## config.mk

```make
export PLATFORM = sky130hd
export DESIGN_NAME = scpm_ctrl
export DESIGN_NICKNAME = d
export VERILOG_FILES = /design/src/verilog/scpm_pkg.sv /design/src/verilog/scpm_clk_sw.sv /design/src/verilog/scpm_ctrl.sv
export SDC_FILE = /design/constraint.sdc
export NUM_CORES = 1
export LEC_CHECK = 0
export BUFFER_PORTS_ARGS = -buffer_cell sky130_fd_sc_hd__clkbuf_2
export CAP_MARGIN = 10
export CELL_PAD_IN_SITES_DETAIL_PLACEMENT = 1
export CELL_PAD_IN_SITES_GLOBAL_PLACEMENT = 2
export CORE_ASPECT_RATIO = 1.25
export CORE_UTILIZATION = 32
export CTS_CLUSTER_DIAMETER = 120
export DETAILED_ROUTE_END_ITERATION = 12
export PLACE_DENSITY = 0.86
export SLEW_MARGIN = 20
export SYNTH_ARGS = -nofsm -noshare
export SYNTH_HDL_FRONTEND = slang
export SYNTH_SLANG_ARGS = --single-unit
```

## constraint.sdc

```tcl
create_clock -name pclk -period 3.34 [get_ports pclk]
set_input_delay 0 -clock pclk [delete_from_list [all_inputs] [get_ports pclk]]
set_output_delay 0 -clock pclk [all_outputs]
set_load 0.05 [all_outputs]
```

## src/verilog/scpm_pkg.sv

```systemverilog
/*
  scpm_pkg: register map, field positions, reset values, mode and
  timing constants of the system clock and power mode controller.
  Assumes a 50 MHz APB clock; oscillator timing is counted in it.
*/
package scpm_pkg;

  // register byte offsets on the APB bus
  localparam logic [11:0] ADDR_SYS_CLK_CTRL = 12'h000;
  localparam logic [11:0] ADDR_FAST_RC_CTRL = 12'h004;

  // system_clock_control fields
  localparam int SCC_SEL_LSB = 5;
  localparam int SCC_FAST_IDLE_BIT = 1;
  localparam int SCC_SLOW_IDLE_BIT = 0;

  // fast_rc_osc_control fields
  localparam int RC_FREQ_LSB = 2;
  localparam int RC_STABLE_BIT = 1;
  localparam int RC_EN_BIT = 0;

  // values after reset
  localparam logic [2:0] SEL_RST = 3'h0;
  localparam logic FAST_IDLE_RST = 1'h0;
  localparam logic SLOW_IDLE_RST = 1'h0;
  localparam logic [1:0] FREQ_RST = 2'h0;
  localparam logic FAST_EN_RST = 1'h1;

  // clock select code for the slow clock; lower codes divide the fast one
  localparam logic [2:0] SEL_SLOW = 3'h7;

  // fast oscillator frequency codes
  localparam logic [1:0] FREQ_2M = 2'h0;
  localparam logic [1:0] FREQ_4M = 2'h1;
  localparam logic [1:0] FREQ_8M = 2'h2;
  localparam logic [1:0] FREQ_2M_ALT = 2'h3;

  // timing
  localparam int CLK_HZ = 50000000;
  localparam int FAST_STAB_NS = 16000;
  localparam int FAST_STAB_CYCLES = (FAST_STAB_NS * (CLK_HZ / 1000000) + 999) / 1000;
  localparam logic [2:0] SWITCH_PERIODS = 3'h4;

  // operating modes
  typedef enum logic [2:0] {
    mode_run,
    mode_sleep,
    mode_idle_slow_only,
    mode_idle_both_clocks,
    mode_idle_fast_only
  } scpm_mode_t;

endpackage
```

## src/verilog/scpm_clk_sw.sv

```systemverilog
/*
  scpm_clk_sw: glitch-free system clock divider and source switch.
  Assumes fast_tr and slow_tr are one-cycle pulses on every transition
  of the synchronised oscillator clocks, in the clk domain.
*/
`timescale 1ns/1ps
module scpm_clk_sw (
  // clock and reset
  input wire logic clk,
  input wire logic rst_n,
  // source transitions and readiness
  input wire logic fast_tr,
  input wire logic slow_tr,
  input wire logic fast_ok,
  input wire logic slow_ok,
  // control
  input wire logic [2:0] target_sel,
  input wire logic gate,
  // generated clock
  output logic sys_clk,
  output logic sys_rise,
  output logic switching,
  output logic [2:0] cur_sel
);

  logic [5:0] div_cnt;
  logic [5:0] div_last;
  logic [2:0] per_cnt;
  logic src_tr;
  logic tar_tr;
  logic tar_ok;
  logic pending;
  logic parked;
  logic toggle;
  logic swap;

  // source, divider end and switch conditions
  always_comb begin
    src_tr = (cur_sel == scpm_pkg::SEL_SLOW) ? slow_tr : fast_tr;
    tar_tr = (target_sel == scpm_pkg::SEL_SLOW) ? slow_tr : fast_tr;
    tar_ok = (target_sel == scpm_pkg::SEL_SLOW) ? slow_ok : fast_ok;
    div_last = (cur_sel == scpm_pkg::SEL_SLOW) ? 6'h00 : 6'((7'h01 << cur_sel) - 7'h01);
    pending = target_sel != cur_sel;
    // after four rises, with the target ready, the clock is parked low; waiting
    // for a target edge that misses every source edge could stall forever
    parked = pending && (per_cnt == scpm_pkg::SWITCH_PERIODS) && !sys_clk && tar_ok;
    // the gate only ever stops the clock low, so a high phase is never cut
    toggle = src_tr && (div_cnt == div_last) && (sys_clk || gate) && !parked;
    // swap at the first target edge while parked, so the next high is whole
    swap = parked && tar_tr;
  end

  // divider counts source transitions; held while gated low
  always_ff @(posedge clk or negedge rst_n) begin
    if (!rst_n) begin
      div_cnt <= 6'h00;
    end else if (swap) begin
      div_cnt <= 6'h00;
    end else if (src_tr && (sys_clk || gate)) begin
      div_cnt <= (div_cnt == div_last) ? 6'h00 : div_cnt + 6'h01;
    end
  end

  // system clock level and its rising-edge pulse
  always_ff @(posedge clk or negedge rst_n) begin
    if (!rst_n) begin
      sys_clk <= 1'b0;
      sys_rise <= 1'b0;
    end else begin
      sys_clk <= toggle ? !sys_clk : sys_clk;
      sys_rise <= toggle && !sys_clk;
    end
  end

  // current periods counted after a new select
  always_ff @(posedge clk or negedge rst_n) begin
    if (!rst_n) begin
      per_cnt <= 3'h0;
    end else if (!pending || swap) begin
      per_cnt <= 3'h0;
    end else if (toggle && !sys_clk && per_cnt != scpm_pkg::SWITCH_PERIODS) begin
      per_cnt <= per_cnt + 3'h1;
    end
  end

  // adopted select and busy status
  always_ff @(posedge clk or negedge rst_n) begin
    if (!rst_n) begin
      cur_sel <= scpm_pkg::SEL_RST;
      switching <= 1'b0;
    end else begin
      cur_sel <= swap ? target_sel : cur_sel;
      switching <= pending && !swap;
    end
  end
endmodule // scpm_clk_sw

```

## src/verilog/scpm_ctrl.sv

```systemverilog
/*
  scpm_ctrl: system clock and power mode controller with an APB
  register slave, fast oscillator control and halt/wake sequencing.
  Assumes the oscillator clocks and port pins are asynchronous to pclk,
  and halt_req, irq_req, wdt_overflow, wdt_enable come from pclk logic.
*/
`timescale 1ns/1ps

module scpm_ctrl #(
  parameter int PINS = 8
) (
  // clock and reset
  input wire logic pclk,
  input wire logic presetn,
  // apb slave
  input wire logic psel,
  input wire logic penable,
  input wire logic pwrite,
  input wire logic [11:0] paddr,
  input wire logic [31:0] pwdata,
  output logic [31:0] prdata,
  output logic pready,
  output logic pslverr,
  // oscillators
  input wire logic fast_rc_clk,
  input wire logic slow_rc_clk,
  input wire logic slow_rc_ready,
  output logic fast_osc_run,
  output logic [1:0] fast_osc_freq,
  output logic slow_osc_run,
  // cpu, watchdog and wake sources
  input wire logic halt_req,
  input wire logic irq_req,
  input wire logic wdt_overflow,
  input wire logic wdt_enable,
  input wire logic [PINS-1:0] wake_pin_n,
  input wire logic [PINS-1:0] wake_pin_en,
  // clocks and power status
  output logic sys_clk,
  output logic sys_rise,
  output logic clk_switching,
  output logic cpu_run,
  output logic fsub_clk_en,
  output logic fh_periph_en,
  output logic power_down_set,
  output logic timeout_flag_clr,
  output logic watchdog_clr
);

  localparam int SYNC_W = PINS + 3;
  localparam int CNT_W = $clog2(scpm_pkg::FAST_STAB_CYCLES + 1);
  localparam logic [CNT_W-1:0] STAB_LAST = CNT_W'(scpm_pkg::FAST_STAB_CYCLES - 1);
  localparam int A_STAB_WAIT = scpm_pkg::FAST_STAB_CYCLES + 2;

  // software-visible state
  logic [2:0] sys_clk_sel;
  logic fast_osc_idle_en;
  logic slow_osc_idle_en;
  logic [1:0] fast_rc_freq_sel;
  logic fast_rc_enable;
  logic fast_rc_stable_flag;
  logic [CNT_W-1:0] stab_cnt;

  // mode state
  scpm_pkg::scpm_mode_t mode;
  scpm_pkg::scpm_mode_t next_mode;

  // synchronisers and derived events
  logic [SYNC_W-1:0] sync_a;
  logic [SYNC_W-1:0] sync_b;
  logic [SYNC_W-1:0] sync_c;
  logic fast_tr;
  logic slow_tr;
  logic slow_ready;
  logic [PINS-1:0] pin_fall;
  logic wake;
  logic halt_go;

  // bus and clock switch wires
  logic wr_en;
  logic wr_scc;
  logic wr_rc;
  logic mapped;
  logic rc_restart;
  logic [31:0] rd_word;
  logic [2:0] cur_sel;
  logic sys_gate;
  logic fast_keep;
  logic slow_keep;

  // two-stage synchronisers; a third stage only for edge detection
  always_ff @(posedge pclk or negedge presetn) begin
    if (!presetn) begin
      sync_a <= '0;
      sync_b <= '0;
      sync_c <= '0;
    end else begin
      sync_a <= {wake_pin_n, slow_rc_ready, slow_rc_clk, fast_rc_clk};
      sync_b <= sync_a;
      sync_c <= sync_b;
    end
  end

  // transitions of the oscillator clocks and falling pin edges
  always_comb begin
    fast_tr = sync_b[0] ^ sync_c[0];
    slow_tr = sync_b[1] ^ sync_c[1];
    slow_ready = sync_b[2];
    pin_fall = sync_c[3 +: PINS] & ~sync_b[3 +: PINS];
    wake = (|(pin_fall & wake_pin_en)) || irq_req || wdt_overflow;
    halt_go = (mode == scpm_pkg::mode_run) && halt_req;
  end

  // apb decode; writes land only at the completing access edge
  always_comb begin
    wr_en = psel && penable && pready && pwrite;
    mapped = (paddr == scpm_pkg::ADDR_SYS_CLK_CTRL) || (paddr == scpm_pkg::ADDR_FAST_RC_CTRL);
    wr_scc = wr_en && (paddr == scpm_pkg::ADDR_SYS_CLK_CTRL);
    wr_rc = wr_en && (paddr == scpm_pkg::ADDR_FAST_RC_CTRL);
    // enabling, or retuning while enabled, invalidates the stable flag
    rc_restart = wr_rc && pwdata[scpm_pkg::RC_EN_BIT]
                 && (!fast_rc_enable
                     || pwdata[scpm_pkg::RC_FREQ_LSB +: 2] != fast_rc_freq_sel);
  end

  // read data; unlisted bits stay zero
  always_comb begin
    rd_word = 32'h0000_0000;
    if (paddr == scpm_pkg::ADDR_SYS_CLK_CTRL) begin
      rd_word[scpm_pkg::SCC_SEL_LSB +: 3] = sys_clk_sel;
      rd_word[scpm_pkg::SCC_FAST_IDLE_BIT] = fast_osc_idle_en;
      rd_word[scpm_pkg::SCC_SLOW_IDLE_BIT] = slow_osc_idle_en;
    end else if (paddr == scpm_pkg::ADDR_FAST_RC_CTRL) begin
      rd_word[scpm_pkg::RC_FREQ_LSB +: 2] = fast_rc_freq_sel;
      rd_word[scpm_pkg::RC_STABLE_BIT] = fast_rc_stable_flag;
      rd_word[scpm_pkg::RC_EN_BIT] = fast_rc_enable;
    end
  end

  // no wait state: data and answer are registered in the setup cycle
  always_ff @(posedge pclk or negedge presetn) begin
    if (!presetn) begin
      pready <= 1'b0;
      pslverr <= 1'b0;
      prdata <= 32'h0000_0000;
    end else begin
      pready <= psel && !penable;
      pslverr <= psel && !penable && !mapped;
      prdata <= (psel && !penable && !pwrite) ? rd_word : 32'h0000_0000;
    end
  end

  // system clock control register; halt does not touch it
  always_ff @(posedge pclk or negedge presetn) begin
    if (!presetn) begin
      sys_clk_sel <= scpm_pkg::SEL_RST;
      fast_osc_idle_en <= scpm_pkg::FAST_IDLE_RST;
      slow_osc_idle_en <= scpm_pkg::SLOW_IDLE_RST;
    end else if (wr_scc) begin
      sys_clk_sel <= pwdata[scpm_pkg::SCC_SEL_LSB +: 3];
      fast_osc_idle_en <= pwdata[scpm_pkg::SCC_FAST_IDLE_BIT];
      slow_osc_idle_en <= pwdata[scpm_pkg::SCC_SLOW_IDLE_BIT];
    end
  end

  // fast oscillator control register
  always_ff @(posedge pclk or negedge presetn) begin
    if (!presetn) begin
      fast_rc_freq_sel <= scpm_pkg::FREQ_RST;
      fast_rc_enable <= scpm_pkg::FAST_EN_RST;
    end else if (wr_rc) begin
      fast_rc_freq_sel <= pwdata[scpm_pkg::RC_FREQ_LSB +: 2];
      fast_rc_enable <= pwdata[scpm_pkg::RC_EN_BIT];
    end
  end

  // stable flag: cleared whenever the oscillator is off or restarted
  always_ff @(posedge pclk or negedge presetn) begin
    if (!presetn) begin
      fast_rc_stable_flag <= 1'b0;
      stab_cnt <= '0;
    end else if (!fast_osc_run || rc_restart) begin
      fast_rc_stable_flag <= 1'b0;
      stab_cnt <= '0;
    end else if (!fast_rc_stable_flag) begin
      fast_rc_stable_flag <= stab_cnt == STAB_LAST;
      stab_cnt <= (stab_cnt == STAB_LAST) ? stab_cnt : stab_cnt + CNT_W'(1);
    end
  end

  // trim code moves only as the flag sets; the spare code means 2 MHz
  always_ff @(posedge pclk or negedge presetn) begin
    if (!presetn) begin
      fast_osc_freq <= scpm_pkg::FREQ_2M;
    end else if (fast_osc_run && !rc_restart && !fast_rc_stable_flag
                 && stab_cnt == STAB_LAST) begin
      fast_osc_freq <= (fast_rc_freq_sel == scpm_pkg::FREQ_2M_ALT)
                       ? scpm_pkg::FREQ_2M : fast_rc_freq_sel;
    end
  end

  // halt picks the low-power mode from the idle bits; wake returns to run
  always_comb begin
    next_mode = mode;
    unique case (mode)
      scpm_pkg::mode_run: begin
        if (halt_req) begin
          unique case ({fast_osc_idle_en, slow_osc_idle_en})
            2'b00: next_mode = scpm_pkg::mode_sleep;
            2'b01: next_mode = scpm_pkg::mode_idle_slow_only;
            2'b10: next_mode = scpm_pkg::mode_idle_fast_only;
            2'b11: next_mode = scpm_pkg::mode_idle_both_clocks;
          endcase
        end
      end
      scpm_pkg::mode_sleep,
      scpm_pkg::mode_idle_slow_only,
      scpm_pkg::mode_idle_both_clocks,
      scpm_pkg::mode_idle_fast_only: begin
        if (wake) begin
          next_mode = scpm_pkg::mode_run;
        end
      end
    endcase
  end

  // mode register; nothing else is reset on entry, so state is kept
  always_ff @(posedge pclk or negedge presetn) begin
    if (!presetn) begin
      mode <= scpm_pkg::mode_run;
    end else begin
      mode <= next_mode;
    end
  end

  // halt-entry pulses to the status register and the watchdog
  always_ff @(posedge pclk or negedge presetn) begin
    if (!presetn) begin
      power_down_set <= 1'b0;
      timeout_flag_clr <= 1'b0;
      watchdog_clr <= 1'b0;
    end else begin
      power_down_set <= halt_go;
      timeout_flag_clr <= halt_go;
      watchdog_clr <= halt_go;
    end
  end

  // which oscillators the coming mode keeps
  always_comb begin
    fast_keep = (next_mode == scpm_pkg::mode_run)
                || (next_mode == scpm_pkg::mode_idle_fast_only)
                || (next_mode == scpm_pkg::mode_idle_both_clocks);
    slow_keep = (next_mode == scpm_pkg::mode_run)
                || (next_mode == scpm_pkg::mode_idle_slow_only)
                || (next_mode == scpm_pkg::mode_idle_both_clocks);
    // in halt the system clock runs only if its own source is kept
    sys_gate = (mode == scpm_pkg::mode_run)
               || ((cur_sel == scpm_pkg::SEL_SLOW)
                   ? (mode == scpm_pkg::mode_idle_slow_only
                      || mode == scpm_pkg::mode_idle_both_clocks)
                   : (mode == scpm_pkg::mode_idle_fast_only
                      || mode == scpm_pkg::mode_idle_both_clocks));
  end

  // oscillator and clock enables; the slow one also serves the watchdog
  always_ff @(posedge pclk or negedge presetn) begin
    if (!presetn) begin
      fast_osc_run <= 1'b1;
      slow_osc_run <= 1'b1;
      fsub_clk_en <= 1'b1;
      fh_periph_en <= 1'b0;
      cpu_run <= 1'b1;
    end else begin
      // a fast select keeps the oscillator alive even with the enable low
      fast_osc_run <= fast_keep && (fast_rc_enable || sys_clk_sel != scpm_pkg::SEL_SLOW
                                    || cur_sel != scpm_pkg::SEL_SLOW);
      slow_osc_run <= slow_keep || wdt_enable;
      fsub_clk_en <= slow_keep;
      fh_periph_en <= fast_keep && fast_rc_stable_flag;
      cpu_run <= next_mode == scpm_pkg::mode_run;
    end
  end

  // divider and glitch-free source switch
  scpm_clk_sw u_clk_sw (
    .clk(pclk),
    .rst_n(presetn),
    .fast_tr(fast_tr),
    .slow_tr(slow_tr),
    .fast_ok(fast_rc_stable_flag),
    .slow_ok(slow_ready),
    .target_sel(sys_clk_sel),
    .gate(sys_gate),
    .sys_clk(sys_clk),
    .sys_rise(sys_rise),
    .switching(clk_switching),
    .cur_sel(cur_sel)
  );
endmodule // scpm_ctrl

```

# ---- Word-level counts from Yosys, hierarchy flattened
# Cells that the tools add are included.
dict set report totals {
  word_cells 150
  input_bits 72
  ff_bits 88
}
dict set report op_classes {
  n_reduce_logical 64
  bitwise_logic 5
  n_eq_ne 24
  n_addsub 4
  n_shift 1
  n_mux 25
}
# cell n
set op_table {}
lappend op_table {{two-way mux 10 bit} 3}
lappend op_table {{logical AND 1 bit} 27}
lappend op_table {{two-way mux 6 bit} 4}
lappend op_table {{logical OR 1 bit} 17}
lappend op_table {{AND 8 bit} 2}
lappend op_table {{== test 3 bit, second input constant} 5}
lappend op_table {{two-way mux 3 bit} 5}
lappend op_table {{== test 12 x 3 -> 1 bit, second input constant} 1}
lappend op_table {{== test 3 x 2 -> 1 bit, second input constant} 4}
lappend op_table {{zero test 12 bit} 1}
lappend op_table {{one-hot mux 3 bit (4 select lines)} 1}
lappend op_table {{zero test 1 bit} 11}
lappend op_table {{adder 10 x 1 -> 10 bit, second input constant} 1}
lappend op_table {{== test 10 bit, second input constant} 1}
lappend op_table {{!= test 3 bit, second input constant} 3}
lappend op_table {{two-way mux 8 bit} 1}
lappend op_table {{inverter 8 bit} 1}
lappend op_table {{OR reduction 8 bit} 1}
lappend op_table {{adder 6 x 1 -> 6 bit, second input constant} 1}
lappend op_table {{== test 2 bit, second input constant} 3}
lappend op_table {{== test 6 bit} 1}
lappend op_table {{zero test 3 bit} 2}
lappend op_table {{two-way mux 1 bit} 6}
lappend op_table {{two-way mux 2 bit} 3}
lappend op_table {{other kinds (16)} 18}

# ---- Longest topological paths before layout
dict set report depth {
  depth_word 12
  depth_mapped 12
  depth_no_buf 10
}

# ---- Cells and area by module
# A second synthesis with hierarchy kept.
dict set report unflattened {
  cells_unflattened 371
  hier_area_um2 4117.7
}
# mod instances area_per_inst_um2 seq_area_each_um2 cells_each
set modules_own_cells {}
lappend modules_own_cells {scpm_ctrl 1 2970.3 1783.0 237}
lappend modules_own_cells {scpm_clk_sw 1 1147.4 375.4 134}

# ---- Worst setup path after synthesis
# No wires, ideal clock.
dict set report synth_path {
  path_type {flip-flop to flip-flop}
  start {register u_clk_sw.cur_sel[2]}
  end {register u_clk_sw.div_cnt[0]}
  setup_slack_ns 0.930
  path_stages_with_launch 12
  required_time_ns 3.221
  setup_ns 0.119
  synth_period_minus_slack_ns 2.410
  arrival_time_ns 2.292
  cell_sequence {dfrtp_1 buf_2 inv_1 nand2_1 ha_1 o21ai_0 o22a_1 o32a_1 a211oi_4 or2_1 buf_2 nor2_1}
}
dict set report synth_between {
  elab_chain_cells 7
  word_cells_on_any_way 19
  cone_classes {1 x add/sub; 3 x eq/ne; 1 x shift; 6 x mux; 8 x reduce/logical}
}
# item line_no
set synth_rtl {}
lappend synth_rtl {{start: declaration} scpm_clk_sw.sv:23} ;# output logic [2:0] cur_sel
lappend synth_rtl {{start signal: assignment} scpm_clk_sw.sv:89} ;# cur_sel <= scpm_pkg::SEL_RST;
lappend synth_rtl {{start signal: assignment} scpm_clk_sw.sv:92} ;# cur_sel <= swap ? target_sel : cur_sel;
lappend synth_rtl {{<< shifter 1 x 3 -> 6 bit} scpm_clk_sw.sv:42} ;# div_last = (cur_sel == scpm_pkg::SEL_SLOW) ? 6'h00 : 6'((7'h01 << cur_sel) - 7'h01);
lappend synth_rtl {{subtractor 6 x 1 -> 6 bit} scpm_clk_sw.sv:42}
lappend synth_rtl {{two-way mux 6 bit} scpm_clk_sw.sv:42}
lappend synth_rtl {{== test 6 bit} scpm_clk_sw.sv:60} ;# div_cnt <= (div_cnt == div_last) ? 6'h00 : div_cnt + 6'h01;
lappend synth_rtl {{two-way mux 6 bit} scpm_clk_sw.sv:60}
lappend synth_rtl {{two-way mux 6 bit} scpm_clk_sw.sv:59} ;# end else if (src_tr && (sys_clk || gate)) begin
lappend synth_rtl {{two-way mux 6 bit} scpm_clk_sw.sv:57} ;# end else if (swap) begin
lappend synth_rtl {{end signal: assignment} scpm_clk_sw.sv:60}
lappend synth_rtl {{end: declaration} scpm_clk_sw.sv:26} ;# logic [5:0] div_cnt;
# Parallel ways exist; a longest one is shown, timed or not. The select of a mux whose other input is x is not followed.
# A chain may end at the register's enable or synchronous reset.

# ---- Final worst setup path
dict set report layout_path {
  start {register u_clk_sw.cur_sel[2]}
  end {register u_clk_sw.div_cnt[5]}
}
# The elaborated chain is that of the path after synthesis.

==> results.md <==
| Item | Reported |
|---|---|
| Depth of the CTS H-tree | 3 |
| Uppermost signal routing layer after detailed routing | met4 |
| Number of global-route vias before repair | 3,112 |
| Synth Warn # | 0 |
| Wire length on met2 | 4889 µm |
| Max FO, Critical Path | 11 |
| Fin. max-slew vios | 0 |
| Crit path kind | flip-flop to flip-flop |
| Initial core utilization | 0.3281 |
| Number of endpoints failing setup at the final stage | 0 |
| Boundary pin count | 119 |
| Maximum clock rate | 367.4 MHz |
| Worst Clk Skew | 0.004990 ns |
| Router iterations before antenna repair | 4 |
| Cell Rows | 45 |
| Data arrival at the endpoint of the critical path | 2.94 ns |
| Register share of total power | 0.432 |
| Summed negative setup slack over all endpoints | 0 ns |
| Clock tree from TritonCTS | yes |
| Critical Path, Cell by Cell | inv_1, nand2_1, ha_1, o21ai_0, o22a_1, o32a_1, a211oi_4, or2_1, nor2_1 |
| Capturing element type of the critical path | flip-flop |
| Net count of the finished layout | 525 |
| Gr ovfl total | 0 |
| Layout Cell Area excl Fill | 4962 µm² |
| Setup slack of the most critical reg-to-reg path | 0.62 ns |
| Total routing usage reported by global routing | 0.1479 |
| Adder and majority gate portion of the synthesized area | 0.02520 |
| Antenna Diode Count | 0 |
| Post-Syn Area per Cell | 11.25 µm² |
| Detailed router's first-iteration violation count | 69 |
| Full die area | 12,860 µm² |
| Psw | 0.7960 mW |
| Via count | 2,824 |
| Ratio of total power to cell area | 564.9 nW/µm² |
| Cell area reported after detailed placement | 4344 µm² |
| Post-CTS setup buffer count | 0 |
| Clock transition at the registers of the reported paths | 0.06 ns |
| RSZ-0062 raised after global routing | no |
| Post-synthesis mux area share | 0.04915 |
| Final clock period utilization by the worst path | 0.8150 |
| Standby leakage power | 2.388 nW |
| Pin count of the biggest net entering global routing | 87 |
| Netlist area before placement | 3971 µm² |
| Type of the worst min-delay path | input pin to flip-flop |
| Number of sinks driven by the clock tree | 86 |
| Worst-case headroom to the max-slew limit | 0.4878 |
| Clock Power Share | 0.400 |
| Root buf cell | clkbuf_16 |
| Library cells used by synthesis | 65 |
| Sequential share of the synthesized area | 0.5435 |
| Status | finished, final reports clean |
| Slowest-stage cell, CP | dfrtp_1 |
| Number of instances in the synthesized netlist | 353 |
| Combinational share of power | 0.168 |
| Number of CTS-inserted buffers | 9 |
| Largest family of logic cells by synthesized area | simple AND/OR/NAND/NOR gates |
| Share of cells above drive strength 1 | 0.2467 |
| Number of buffers between clock root and the deepest sink | 2 |
| Transition at the pin with the smallest max-transition slack | 0.7683 ns |
| DP Wirelength | 6051 µm |
| Met3 Routed Length | 256 µm |
| Synthesis-to-finish area growth | 24.95% |
| Remaining design rule violation count | 0 |
| Core footprint | 12,110 µm² |
| Final Hold Viols | 0 |
| Design internal power | 2.007 mW |
| CP max stage delay | 0.50 ns |
| Synthesized flop and latch total | 86 |
| Count of flip-flops with a built-in enable after synthesis | 0 |
| Last weighted congestion value of the routability-driven placer | 0.7441 |
| Synth Area in XOR/XNOR | 0.04631 |
| Worst IR Drop VDD | 0.2925 mV |
| Wire length of the first global-routing pass | 14,690 µm |
| Metal-1 WL | 3409 µm |
| Clock period minus final worst setup slack | 2.722 ns |
| Antenna-violating nets left | 0 |
| Required time at the worst-slack endpoint | 3.56 ns |
| Horizontal die dimension | 101.6 µm |
| Startpoint type of the worst setup path | flip-flop |
| Clk Latency, worst-skew pair | 0.33 ns |
| Async set-reset flop share out of synthesis | 1.000 |
| Total length of routed wires | 8659 µm |
| Number of buffers added on ports | 68 |
| Vertical die dimension | 126.6 µm |
| Net switching fraction of the power | 0.2840 |
| Predominant post-synthesis flop cell | dfrtp_1 |
| Area fraction in and, or, nand and nor cells after synthesis | 0.1695 |
| Vias per Instance | 4.599 |
| Fraction of the mapped netlist area in compound gates | 0.08727 |
| WL per Instance | 14.10 µm |
| Number of antenna violations at the first check in global routing | 0 |
| Maxcap violations | 0 |
==> final timing paths <==
| kind | start | to | depth (start not counted) |
|---|---|---|---|
| setup reg to reg | u_clk_sw.cur_sel[2] | u_clk_sw.div_cnt[5] | 9 |
| min in group asynchronous | presetn | prdata[6] | 2 |
| hold reg to reg | sync_a[10] | sync_b[10] | 0 |
| hold / removal | paddr[2] | prdata[3] | 2 |
| setup / recovery | u_clk_sw.cur_sel[2] | u_clk_sw.div_cnt[5] | 9 |
| max in group asynchronous | presetn | sync_b[3] | 2 |
==> registers in the layout, indices dropped and copies added, names as in the netlist, 2 cells and up <==
register and cells:
fast_osc_freq 2, fast_rc_freq_sel 2, mode 3, prdata 7, stab_cnt 10, sync_a 11, sync_b 11, sync_c 10
sys_clk_sel 3, u_clk_sw.cur_sel 3, u_clk_sw.div_cnt 6, u_clk_sw.per_cnt 3
==> critical path: cells and delay by family (launching register included) <==
kind                       cells  cell delay, ns
buffers and inverters          1            0.25
adders and majority gates      1            0.33
AOI/OAI and AO/OA              4            1.08
DFF                            1            0.50
and+or+nand+nor                3            0.45
==> cells in the final DEF (no fill, tap or decap), types with 8 or more instances in the layout <==
master,count
nor3_1,8
clkbuf_16,9
inv_1,12
conb_1,25
mux2_2,10
nand3_1,12
ha_1,8
o21ai_0,9
dfrtp_1,81
nand2_1,24
dlygate4sd3_1,27
clkbuf_2,67
nor2_1,31
xor2_1,14
==> timing repair <==
| action | 4_1_cts | 5_1_grt |
|---|---|---|
| gates resized for setup | 0 | 0 |
| hold buffers | 27 | 0 |
| hold endpoints to repair | 106 | 0 |
==> layout make-up <==
| type | instances | area [µm²] |
|---|---|---|
| fillers | 1352 | 7143 |
| flip-flops and latches | 86 | 2158 |
| multi-input cells | 241 | 1593 |
| clock buffers | 12 | 266.5 |
| clock inverters | 4 | 77.57 |
| well taps | 164 | 205.2 |
| repair buffers | 95 | 616.8 |
| inverters | 12 | 45.04 |
==> power groups by stage <==
stage | sequential, mW | clock (mW) | combinational [mW]
detailed placement | 1.23 | 0 | 0.451
global placement | 1.22 | 0 | 0.435
finish | 1.21 | 1.12 | 0.470
CTS | 1.21 | 1.16 | 0.477
floorplan | 1.25 | 0 | 0.325
global route | 1.22 | 1.19 | 0.519
==> logic make-up (layout without fill, tap and decap cells) <==
logic type,Yosys count,count (layout)
xor+xnor,21,21
fa+ha+maj,8,8
buf+inv,50,123
simple gates,122,122
flops,86,86
compound gates,47,47
other cells,1,25
mux,18,18
==> per-layer routing <==
metal  global-route usage  vias up
met5                    0        -
met4              0.05627        0
met3              0.02920        8
met2               0.2766       53
met1               0.1604     1414
li1                     -     1349
==> Yosys cell counts (all sizes together), types with 5 or more instances <==
| cell type | n | area (µm²) |
|---|---|---|
| mux2i | 6 | 60.06 |
| nand2 | 24 | 90.09 |
| and3 | 7 | 43.79 |
| buf | 34 | 250.2 |
| inv | 12 | 45.04 |
| nor2b | 6 | 40.04 |
| dfstp | 5 | 131.4 |
| xnor2 | 7 | 61.31 |
| xor2 | 14 | 122.6 |
| ha | 8 | 100.1 |
| nor3 | 9 | 50.05 |
| o21ai | 11 | 58.80 |
| mux2 | 12 | 135.1 |
| a21oi | 7 | 35.03 |
| dfrtp | 81 | 2027 |
| nand4 | 5 | 31.28 |
| nand3 | 12 | 60.06 |
| nor2 | 32 | 127.6 |
| or3 | 5 | 31.28 |
==> through the flow <==
step / hold WS, ns / setup WS [ns] / instances / utilization / power, mW
2_1_floorplan: -0.2956 / 0.9295 / 377 / - / 1.576
3_3_place_gp: 0.1081 / 0.6825 / 571 / 0.3589 / 1.660
3_5_place_dp: 0.1101 / 0.5873 / 571 / 0.3589 / 1.682
4_1_cts: 0.004181 / 0.5807 / 614 / 0.4096 / 2.846
5_1_grt: 0.01950 / 0.3461 / 614 / 0.4099 / 2.935
6_report: 0.01727 / 0.6178 / 614 / 0.4099 / 2.803
No activity file was read; power rests on OpenSTA's default activity.
